<file path="src/hw/tcpcmo_params.svh">
// Purpose: Offsets, field positions, reset values for the mask and output control bank
// Assumes: Byte-wide register port with 8-bit addresses
// Notes:   Included by the register bank only
`ifndef TCPCMO_PARAMS_SVH
`define TCPCMO_PARAMS_SVH

// ==========================================================
// Offsets
`define TCPCMO_OFS_PWR_MASK    8'h14
`define TCPCMO_OFS_FAULT_MASK  8'h15
`define TCPCMO_OFS_OUT_CFG     8'h18
`define TCPCMO_OFS_PORT_CTRL   8'h19

// ==========================================================
// Reset values
`define TCPCMO_RST_PWR_MASK    8'hFF
`define TCPCMO_RST_FAULT_MASK  8'hB3
`define TCPCMO_RST_OUT_CFG     8'h40
`define TCPCMO_RST_PORT_CTRL   8'h00

// ==========================================================
// Writable bit sets
`define TCPCMO_WMASK_PWR       8'hFF
`define TCPCMO_WMASK_FAULT     8'hB3
`define TCPCMO_WMASK_OUT_CFG   8'hCD
`define TCPCMO_WMASK_PORT_CTRL 8'h33

// ==========================================================
// Field positions
`define TCPCMO_CFG_TRISTATE    7
`define TCPCMO_CFG_DBG         6
`define TCPCMO_CFG_MUX_HI      3
`define TCPCMO_CFG_MUX_LO      2
`define TCPCMO_CFG_FLIP        0
`define TCPCMO_CTL_WDOG        5
`define TCPCMO_CTL_OWNER       4
`define TCPCMO_CTL_SELFTEST    1
`define TCPCMO_CTL_PLUG_FLIP      0

// ==========================================================
// Standard output pin indices
`define TCPCMO_PIN_DBG         0
`define TCPCMO_PIN_MUX_A       1
`define TCPCMO_PIN_MUX_B       2
`define TCPCMO_PIN_FLIP        3
`define TCPCMO_NUM_PINS        4

`endif

</file>
<file path="src/hw/tcpcmo_pkg.sv">
// Purpose: Types for the mask and output control bank
// Assumes: Constants live in tcpcmo_params.svh
// Notes:   Pin carrier is one output level plus its enable
`default_nettype none
package tcpcmo_pkg;
   typedef struct packed {
      logic out;
      logic oe;
   } tcpcmo_pin_t;

   typedef logic [7:0] tcpcmo_byte_t;
endpackage : tcpcmo_pkg
`default_nettype wire

</file>
<file path="src/hw/tcpcmo_regs.sv">
// Purpose: Interrupt masks, standard output configuration and port control bank
// Assumes: Register port driven by the serial interface engine; one access per cycle
// Notes:   Standard outputs are registered; tri-state drops every enable
`include "tcpcmo_params.svh"
`default_nettype none

module tcpcmo_regs
   import tcpcmo_pkg::*;
(
   input  wire  logic                ref_clk,
   input  wire  logic                sys_rst,
   input  wire  logic                software_reset,
   input  wire  logic                hard_reset_rx,
   input  wire  logic                reg_wr_en,
   input  wire  logic                reg_rd_en,
   input  wire  logic [7:0]          reg_addr,
   input  wire  logic [7:0]          reg_wdata,
   output logic [7:0]                reg_rdata,
   input  wire  logic [7:0]          power_status_reg,
   input  wire  logic [7:0]          fault_status_reg,
   output logic                      port_power_alert,
   output logic                      fault_alert,
   input  wire  logic                int_dbg_indicator_level,
   input  wire  logic [1:0]          int_mux_select_field,
   input  wire  logic                int_plug_flip,
   output tcpcmo_pin_t               dbg_indicator_pin,
   output tcpcmo_pin_t               mux_select_a_pin,
   output tcpcmo_pin_t               mux_select_b_pin,
   output tcpcmo_pin_t               plug_flip_pin,
   output logic                      watchdog_enable,
   output logic                      output_owner_select,
   output logic                      selftest_rx_mode,
   input  wire  logic                goodcrc_sent,
   output logic                      rx_store_enable,
   output logic                      rx_buffer_clear,
   input  wire  logic                conn_power_enable,
   output logic                      conn_power_to_cc1,
   output logic                      conn_power_to_cc2,
   output logic                      bmc_monitor_cc2
);

   // ==========================================================
   // Helpers
   function automatic logic any_masked(input logic [7:0] status, input logic [7:0] mask);
      any_masked = |(status & mask);
   endfunction : any_masked

   function automatic logic wr_hit(input logic en, input logic [7:0] addr, input logic [7:0] ofs);
      wr_hit = en && (addr == ofs);
   endfunction : wr_hit

   // ==========================================================
   // Storage
   tcpcmo_byte_t pwr_mask_reg;
   tcpcmo_byte_t fault_mask_reg;
   tcpcmo_byte_t out_cfg_reg;
   tcpcmo_byte_t port_ctrl_reg;
   tcpcmo_byte_t out_cfg_next;
   tcpcmo_byte_t rdata_next;
   logic         mask_reset;
   logic         ctrl_reset;

   assign mask_reset = software_reset || hard_reset_rx;
   assign ctrl_reset = software_reset;

   // ==========================================================
   // Power status mask
   always_ff @(posedge ref_clk or posedge sys_rst) begin
      if (sys_rst) begin
         pwr_mask_reg <= `TCPCMO_RST_PWR_MASK;
      end else if (mask_reset) begin
         pwr_mask_reg <= `TCPCMO_RST_PWR_MASK;
      end else if (wr_hit(reg_wr_en, reg_addr, `TCPCMO_OFS_PWR_MASK)) begin
         pwr_mask_reg <= reg_wdata & `TCPCMO_WMASK_PWR;
      end
   end

   // ==========================================================
   // Fault status mask
   always_ff @(posedge ref_clk or posedge sys_rst) begin
      if (sys_rst) begin
         fault_mask_reg <= `TCPCMO_RST_FAULT_MASK;
      end else if (mask_reset) begin
         fault_mask_reg <= `TCPCMO_RST_FAULT_MASK;
      end else if (wr_hit(reg_wr_en, reg_addr, `TCPCMO_OFS_FAULT_MASK)) begin
         fault_mask_reg <= reg_wdata & `TCPCMO_WMASK_FAULT;
      end
   end

   // ==========================================================
   // Standard output configuration
   always_comb begin
      out_cfg_next = out_cfg_reg;
      if (wr_hit(reg_wr_en, reg_addr, `TCPCMO_OFS_OUT_CFG)) begin
         out_cfg_next = reg_wdata & `TCPCMO_WMASK_OUT_CFG;
         if (!port_ctrl_reg[`TCPCMO_CTL_OWNER]) begin
            out_cfg_next[`TCPCMO_CFG_DBG] = out_cfg_reg[`TCPCMO_CFG_DBG];
         end
      end
   end

   always_ff @(posedge ref_clk or posedge sys_rst) begin
      if (sys_rst) begin
         out_cfg_reg <= `TCPCMO_RST_OUT_CFG;
      end else if (ctrl_reset) begin
         out_cfg_reg <= `TCPCMO_RST_OUT_CFG;
      end else begin
         out_cfg_reg <= out_cfg_next;
      end
   end

   // ==========================================================
   // Port control
   always_ff @(posedge ref_clk or posedge sys_rst) begin
      if (sys_rst) begin
         port_ctrl_reg <= `TCPCMO_RST_PORT_CTRL;
      end else if (ctrl_reset) begin
         port_ctrl_reg <= `TCPCMO_RST_PORT_CTRL;
      end else if (wr_hit(reg_wr_en, reg_addr, `TCPCMO_OFS_PORT_CTRL)) begin
         port_ctrl_reg <= reg_wdata & `TCPCMO_WMASK_PORT_CTRL;
      end
   end

   // ==========================================================
   // Read port
   always_comb begin
      unique case (reg_addr)
         `TCPCMO_OFS_PWR_MASK:   rdata_next = pwr_mask_reg;
         `TCPCMO_OFS_FAULT_MASK: rdata_next = fault_mask_reg;
         `TCPCMO_OFS_OUT_CFG:    rdata_next = out_cfg_reg;
         `TCPCMO_OFS_PORT_CTRL:  rdata_next = port_ctrl_reg;
         default:                rdata_next = 8'h00;
      endcase
   end

   always_ff @(posedge ref_clk or posedge sys_rst) begin
      if (sys_rst) begin
         reg_rdata <= 8'h00;
      end else if (reg_rd_en) begin
         reg_rdata <= rdata_next;
      end
   end

   // ==========================================================
   // Alert flags
   // Levels, not sticky: recomputed from status and mask every cycle
   always_ff @(posedge ref_clk or posedge sys_rst) begin
      if (sys_rst) begin
         port_power_alert <= 1'b0;
      end else begin
         port_power_alert <= any_masked(power_status_reg, pwr_mask_reg);
      end
   end

   // Reserved fault mask bits stay zero, so their sources never alert
   always_ff @(posedge ref_clk or posedge sys_rst) begin
      if (sys_rst) begin
         fault_alert <= 1'b0;
      end else begin
         fault_alert <= any_masked(fault_status_reg, fault_mask_reg);
      end
   end

   // ==========================================================
   // Standard outputs
   logic [`TCPCMO_NUM_PINS-1:0] pin_level;
   logic [`TCPCMO_NUM_PINS-1:0] pin_out_reg;
   logic [`TCPCMO_NUM_PINS-1:0] pin_oe_reg;
   logic                        host_owns;

   assign host_owns = port_ctrl_reg[`TCPCMO_CTL_OWNER];

   always_comb begin
      if (host_owns) begin
         pin_level[`TCPCMO_PIN_DBG]   = out_cfg_reg[`TCPCMO_CFG_DBG];
         pin_level[`TCPCMO_PIN_MUX_A] = out_cfg_reg[`TCPCMO_CFG_MUX_LO];
         pin_level[`TCPCMO_PIN_MUX_B] = out_cfg_reg[`TCPCMO_CFG_MUX_HI];
         pin_level[`TCPCMO_PIN_FLIP]  = out_cfg_reg[`TCPCMO_CFG_FLIP];
      end else begin
         pin_level[`TCPCMO_PIN_DBG]   = int_dbg_indicator_level;
         pin_level[`TCPCMO_PIN_MUX_A] = int_mux_select_field[0];
         pin_level[`TCPCMO_PIN_MUX_B] = int_mux_select_field[1];
         pin_level[`TCPCMO_PIN_FLIP]  = int_plug_flip;
      end
   end

   genvar gi;
   generate
      for (gi = 0; gi < `TCPCMO_NUM_PINS; gi++) begin : g_pin
         always_ff @(posedge ref_clk or posedge sys_rst) begin
            if (sys_rst) begin
               pin_out_reg[gi] <= 1'b0;
               pin_oe_reg[gi]  <= 1'b0;
            end else begin
               pin_out_reg[gi] <= pin_level[gi];
               pin_oe_reg[gi]  <= ~out_cfg_reg[`TCPCMO_CFG_TRISTATE];
            end
         end
      end
   endgenerate

   assign dbg_indicator_pin = '{out: pin_out_reg[`TCPCMO_PIN_DBG],   oe: pin_oe_reg[`TCPCMO_PIN_DBG]};
   assign mux_select_a_pin  = '{out: pin_out_reg[`TCPCMO_PIN_MUX_A], oe: pin_oe_reg[`TCPCMO_PIN_MUX_A]};
   assign mux_select_b_pin  = '{out: pin_out_reg[`TCPCMO_PIN_MUX_B], oe: pin_oe_reg[`TCPCMO_PIN_MUX_B]};
   assign plug_flip_pin     = '{out: pin_out_reg[`TCPCMO_PIN_FLIP],  oe: pin_oe_reg[`TCPCMO_PIN_FLIP]};

   // ==========================================================
   // Port control outputs
   assign watchdog_enable     = port_ctrl_reg[`TCPCMO_CTL_WDOG];
   assign output_owner_select = host_owns;
   assign selftest_rx_mode    = port_ctrl_reg[`TCPCMO_CTL_SELFTEST];
   assign rx_store_enable     = ~port_ctrl_reg[`TCPCMO_CTL_SELFTEST];

   // In self-test receive mode, buffer clear fires the cycle after the acknowledge goes out
   always_ff @(posedge ref_clk or posedge sys_rst) begin
      if (sys_rst) begin
         rx_buffer_clear <= 1'b0;
      end else begin
         rx_buffer_clear <= goodcrc_sent && port_ctrl_reg[`TCPCMO_CTL_SELFTEST];
      end
   end

   // ==========================================================
   // Plug orientation
   // Power is routed only while the source is enabled, so both legs stay off otherwise
   always_ff @(posedge ref_clk or posedge sys_rst) begin
      if (sys_rst) begin
         conn_power_to_cc1 <= 1'b0;
      end else begin
         conn_power_to_cc1 <= conn_power_enable && port_ctrl_reg[`TCPCMO_CTL_PLUG_FLIP];
      end
   end

   always_ff @(posedge ref_clk or posedge sys_rst) begin
      if (sys_rst) begin
         conn_power_to_cc2 <= 1'b0;
      end else begin
         conn_power_to_cc2 <= conn_power_enable && !port_ctrl_reg[`TCPCMO_CTL_PLUG_FLIP];
      end
   end

   // Monitor side follows the orientation bit alone
   always_ff @(posedge ref_clk or posedge sys_rst) begin
      if (sys_rst) begin
         bmc_monitor_cc2 <= 1'b0;
      end else begin
         bmc_monitor_cc2 <= port_ctrl_reg[`TCPCMO_CTL_PLUG_FLIP];
      end
   end

endmodule : tcpcmo_regs
`default_nettype wire

</file>
<file path="config.mk">
export PLATFORM = sky130hd
export DESIGN_NAME = tcpcmo_regs
export DESIGN_NICKNAME = d
export VERILOG_FILES = /design/src/hw/tcpcmo_pkg.sv /design/src/hw/tcpcmo_regs.sv
export VERILOG_INCLUDE_DIRS = /design/src /design/src/hw
export SDC_FILE = /design/constraint.sdc
export NUM_CORES = 1
export LEC_CHECK = 0
export CAP_MARGIN = 10
export CORE_UTILIZATION = 50
export CTS_CLUSTER_DIAMETER = 150
export DETAILED_ROUTE_END_ITERATION = 6
export DONT_BUFFER_PORTS = 1
export GPL_TIMING_DRIVEN = 0
export SLEW_MARGIN = 20
export SYNTH_ARGS = -nofsm -noshare
export SYNTH_HDL_FRONTEND = slang
export SYNTH_SLANG_ARGS = --single-unit
</file>
<file path="constraint.sdc">
create_clock -name ref_clk -period 2.8 [get_ports ref_clk]
set_clock_uncertainty 0.15 [all_clocks]
set_input_delay 0.42 -clock ref_clk [delete_from_list [all_inputs] [get_ports ref_clk]]
set_output_delay 0.42 -clock ref_clk [all_outputs]
set_load 0.02 [all_outputs]
</file>
Yosys cells after proc, flatten, opt, wreduce, memory -nomap -nowiden
Index checks and enable logic that the tools add are counted.
{ "word_totals": {"inputBits": 44, "out_inout_bits": 26, "reg_bits": 51} }
{ "op_classes": {"n_reduce_logical": 17, "eq_ne": 4, "n_bitwise": 4, "mux": 11} }
{ "ops": {"columns": ["op", "n"], "rows": [
  ["$mux W8", 8],
  ["$eq A8 B5 Y1 const B", 4],
  ["$pmux W8 S4", 1],
  ["$and A8 B8 Y8", 2],
  ["$reduce_or A8 Y1", 2],
  ["$reduce_bool A2 Y1", 5],
  ["$logic_and A1 B1 Y1", 7],
  ["$mux W4", 1],
  ["$not A1 Y1", 2],
  ["$reduce_and A2 Y1", 1],
  ["$logic_not A1 Y1", 1],
  ["$logic_or A1 B1 Y1", 1],
  ["$mux W1", 1]
]} }

Longest topological paths before layout
{ "depth": {"ltp_word": 4, "depth_mapped": 5} }

Worst setup path after synthesis
OpenSTA, ideal clock, no wires.
{ "synth_path": {"kind": "input to register", "startpoint": "in reg_addr[1]", "endpoint": "reg fault_mask_reg[0]", "path_slack_ns": 1.065, "stages": 4, "setup_ns": 0.075, "arrival_ns": 1.510, "cell_sequence": "nor4b_4 and4_2 buf_4 mux2i_1"} }
{ "synth_via": {"elab_chain_cells": 3} }
{ "synth_lines": {"columns": ["element", "line_no", "rtl"], "rows": [
  ["from (decl)", "tcpcmo_regs.sv:16", "input wire logic [7:0] reg_addr,"],
  ["$eq A8 B5 Y1", "tcpcmo_regs.sv:49", "wr_hit = en && (addr == ofs);"],
  ["$logic_and A1 B1 Y1", "tcpcmo_regs.sv:49", null],
  ["$reduce_bool A2 Y1 (no line)", null, null],
  ["to (signal assigned)", "tcpcmo_regs.sv:82", "fault_mask_reg <= `TCPCMO_RST_FAULT_MASK;"],
  ["to (signal assigned)", "tcpcmo_regs.sv:84", "fault_mask_reg <= `TCPCMO_RST_FAULT_MASK;"],
  ["to (signal assigned)", "tcpcmo_regs.sv:86", "fault_mask_reg <= reg_wdata & `TCPCMO_WMASK_FAULT;"],
  ["to (decl)", "tcpcmo_regs.sv:55", "tcpcmo_byte_t fault_mask_reg;"]
]} }
Every way passes these cells.
A chain may end at the register's enable or synchronous reset.

Worst setup path after layout
{ "layout_path": {"startpoint": "in reg_addr[1]", "endpoint": "reg fault_mask_reg[4]"} }
The elaborated chain is that of the path after synthesis.

==> key figures <==
Worst setup path
  – Crit-path slowest cell: nor4b_4
  – Worst path max stage delay: around 0.62 ns
  – Worst R2R Path Depth: 4
  – R2R Setup Slk: 1.15 ns
  – Worst r2r src: port_ctrl_reg[4]
  – CP Class: input port to flip-flop
  – CP Launch Type: input port
  – CP startpoint: reg_addr[1]
  – Worst EP required: 2.86 ns
  – CP Max Fanout: 10
  – FF-to-FF End: reg_rdata[4]
  – Worst setup EP type: flip-flop
  – Crit path cell chain: nor4b_4 -> and4_2 -> buf_4 -> mux2i_1
  – Worst Path Arrival: between 1.5 and 2 ns

Run
  – Max-cap viol count: 0

Final layout
  – Synth-to-layout area growth: 9.17%
  – Layout cell share with drive strength beyond 1: just over 20%
  – Area of all sequential standard cells: 1040 um^2
  – Multi-input logic area: 905 um^2
  – # nets final: 242
  – Fin area: 2260 um^2
  – Fill count: 346
  – ANT cells: 0

Placed design
  – Placed cell area: 2160 um^2
  – Place WS: 0.837 ns
  – # port buffers: 0
  – HPWL after DPL: between 3000 and 4000 um
  – Final Wtd Congestion: approximately 0.81

Die
  – Starting Density: 51.8%
  – # IOs: 70
  – # rows: 23
  – Die height: 66.4 um
  – Area of the die: 4410 um^2
  – Die width: between 60 and 70 um
  – Core area: 4000 um^2

Logic synthesis
  – Synth cell types: 40
  – Post-synth net total: 233
  – Register area share after synthesis: 50.3%
  – Yosys warns: 0
  – Cells after Synth: 189
  – Synthesized flop and latch total: 41
  – Syn_area_per_cell: approximately 11 um^2
  – Post-Syn Area: about 2100 um^2

Outcome
  – Outcome: finished, final reports clean

Clock network
  – Number of buffers created by CTS: 5
  – Resized Gates After CTS: 0
  – Postcts setup bufs: 0
  – Clock-pin slew on the worst setup and hold paths: 0.07 ns
  – CTS Root Cell: clkbuf_8
  – Clock Latency Late Sink: 0.29 ns
  – Max clock buf depth: 2
  – TritonCTS clock tree: done
  – Clock Sinks: 41
  – H-tree Lvls: 2

Pwr
  – VDD IR max: 0.219 mV
  – Power per cell area: 476 nW/um^2
  – Leak: 0.921 nW

STA
  – Final period util: 60.1%
  – Max-slew headroom: 55.0%
  – Setup TNS: 0 ns
  – F_max: just under 600 MHz
  – RSZ-0062 raised after global routing: no
  – Setup WS post-layout: 1.12 ns
  – Final Max Tran Viols: 0
  – Final setup viols: 0
  – Measured slew at the worst slew-check pin: 0.672 ns
  – Final Hold Vio Count: 0
  – Minimum clock period: 1.68 ns

GRT
  – First-pass GRT wire length: 7710 um
  – Vias in the first global route: 1495
  – Pin count of the biggest net entering global routing: 22
  – Initial antenna violation count: 0
  – GRT overflow: 0
  – Tot GR Track Use: between 20% and 30%

Detailed routing
  – Initial DRC Count: 79
  – Via count: 1510
  – WL per Instance: roughly 19 um
  – Final ANT Viol Nets: 0
  – Residual DRC count: 0
  – Pre-Repair DR Iteration Count: 4
  – Via/cell ratio: 6.06
  – Total routed wirelength: 4820 um

Hold path
  – HP Class: input port to flip-flop
  – Hold_sp: goodcrc_sent
  – Hold depth: 1
  – Worst Hold End: rx_buffer_clear
-- cells by family after synthesis --
kind of cell | share of synthesized area (%)
AND/OR/NAND/NOR | 20.1
flip-flops | 50.3
AO/OA/AOI/OAI | 13.6
buffers and inverters | 6.04
multiplexers | 9.90
-- power breakdown --
part	leakage [nW]	internal [mW]	switching [mW]
Sequential	0.497	0.598	0.00770
Clock	0.0455	0.201	0.189
Combinational	0.378	0.0305	0.0510
-- layer usage --
layer	up-vias	wire length [um]	GRT usage [%]
li1	698	-	-
met1	738	2170	32.5
met2	62	2230	36.0
met3	12	304	5.86
met4	0	112	12.8
met5	-	0	0
-- what timing repair did --
action | in CTS | in global routing
setup endpoints to repair | 0 | 0
hold buffers | 1 | 0
hold endpoints to repair | 10 | 0
-- worst max-delay path by stage --
stage | to | depth (start not counted)
final | fault_mask_reg[4] | 4
after global routing | reg_rdata[4] | 4
after CTS | fault_mask_reg[4] | 4
after detailed placement | fault_mask_reg[4] | 4
after global placement | fault_mask_reg[1] | 4
after floorplan | fault_mask_reg[0] | 4
-- stage by stage --
step / std cells / hold WS (ns) / utilization (%) / power (mW)
4_1_cts: 249 / 0.119 / 56.6 / 1.09
2_1_floorplan: 189 / 0.250 / - / 0.675
3_5_place_dp: 240 / 0.208 / 54.1 / 0.697
5_1_grt: 249 / 0.113 / 56.6 / 1.12
3_3_place_gp: 239 / 0.285 / 53.4 / 0.689
6_report: 249 / 0.122 / 56.6 / 1.08
-- cell usage in the layout (no fill, tap or decap), types with 2 or more instances in the layout --
cell	instances
o22ai_1	4
nand2b_1	8
a21oi_1	4
and3b_1	2
dfrtp_1	27
mux2i_1	16
inv_1	11
clkbuf_1	10
mux2_2	4
dfstp_2	14
buf_4	5
o32ai_1	3
a221oi_1	4
clkbuf_8	6
nor2b_1	6
and4b_1	4
nand4_1	6
nor2_1	21
o31ai_1	5
and2_1	6
a22oi_1	9
buf_1	2
-- Yosys cell counts --
master	number	share of area, %
clkbuf_1	8	1.4
a222oi_1	1	0.48
nand3b_1	1	0.36
o32ai_1	3	1.3
a311o_1	1	0.48
nor4bb_1	1	0.48
or2_2	1	0.30
a22oi_1	9	3.3
clkbuf_2	1	0.24
o2111ai_4	1	1.3
nand4_1	6	1.8
a211oi_1	1	0.36
a221oi_1	4	1.7
or4b_2	1	0.48
nor3b_2	1	0.60
inv_1	12	2.2
dfstp_2	14	18
buf_1	2	0.36
mux2i_1	16	7.7
a41oi_1	1	0.42
and4b_1	4	1.9
nor2b_2	1	0.42
and3_2	1	0.36
o22ai_1	4	1.2
dfrtp_1	27	33
a2111oi_0	1	0.42
nor2b_1	6	1.8
mux2_2	4	2.2
buf_4	5	1.8
nand3_2	1	0.48
and3b_1	2	0.85
nor2_1	21	3.8
nor3b_1	1	0.36
nor4b_4	1	1.1
a21oi_1	4	0.97
nand2b_1	8	2.4
and4_2	1	0.48
nand2_1	1	0.18
o31ai_1	5	1.8
and2_1	6	1.8
-- final cells by class --
type                       count  area share, %
buffer                        16           3.54
clock buffer                   8           3.98
inverter                      12           1.99
multi-input combinational    120           40.0
sequential                    41           46.1
tap                           50           2.76
timing repair buffer           2           1.66
-- critical path: cells and delay by family --
kind / cells / cell delay, ns
mux: 1 / 0.21
buf+inv: 1 / 0.16
simple gates: 2 / 0.95
No activity file was read; power rests on OpenSTA's default activity.
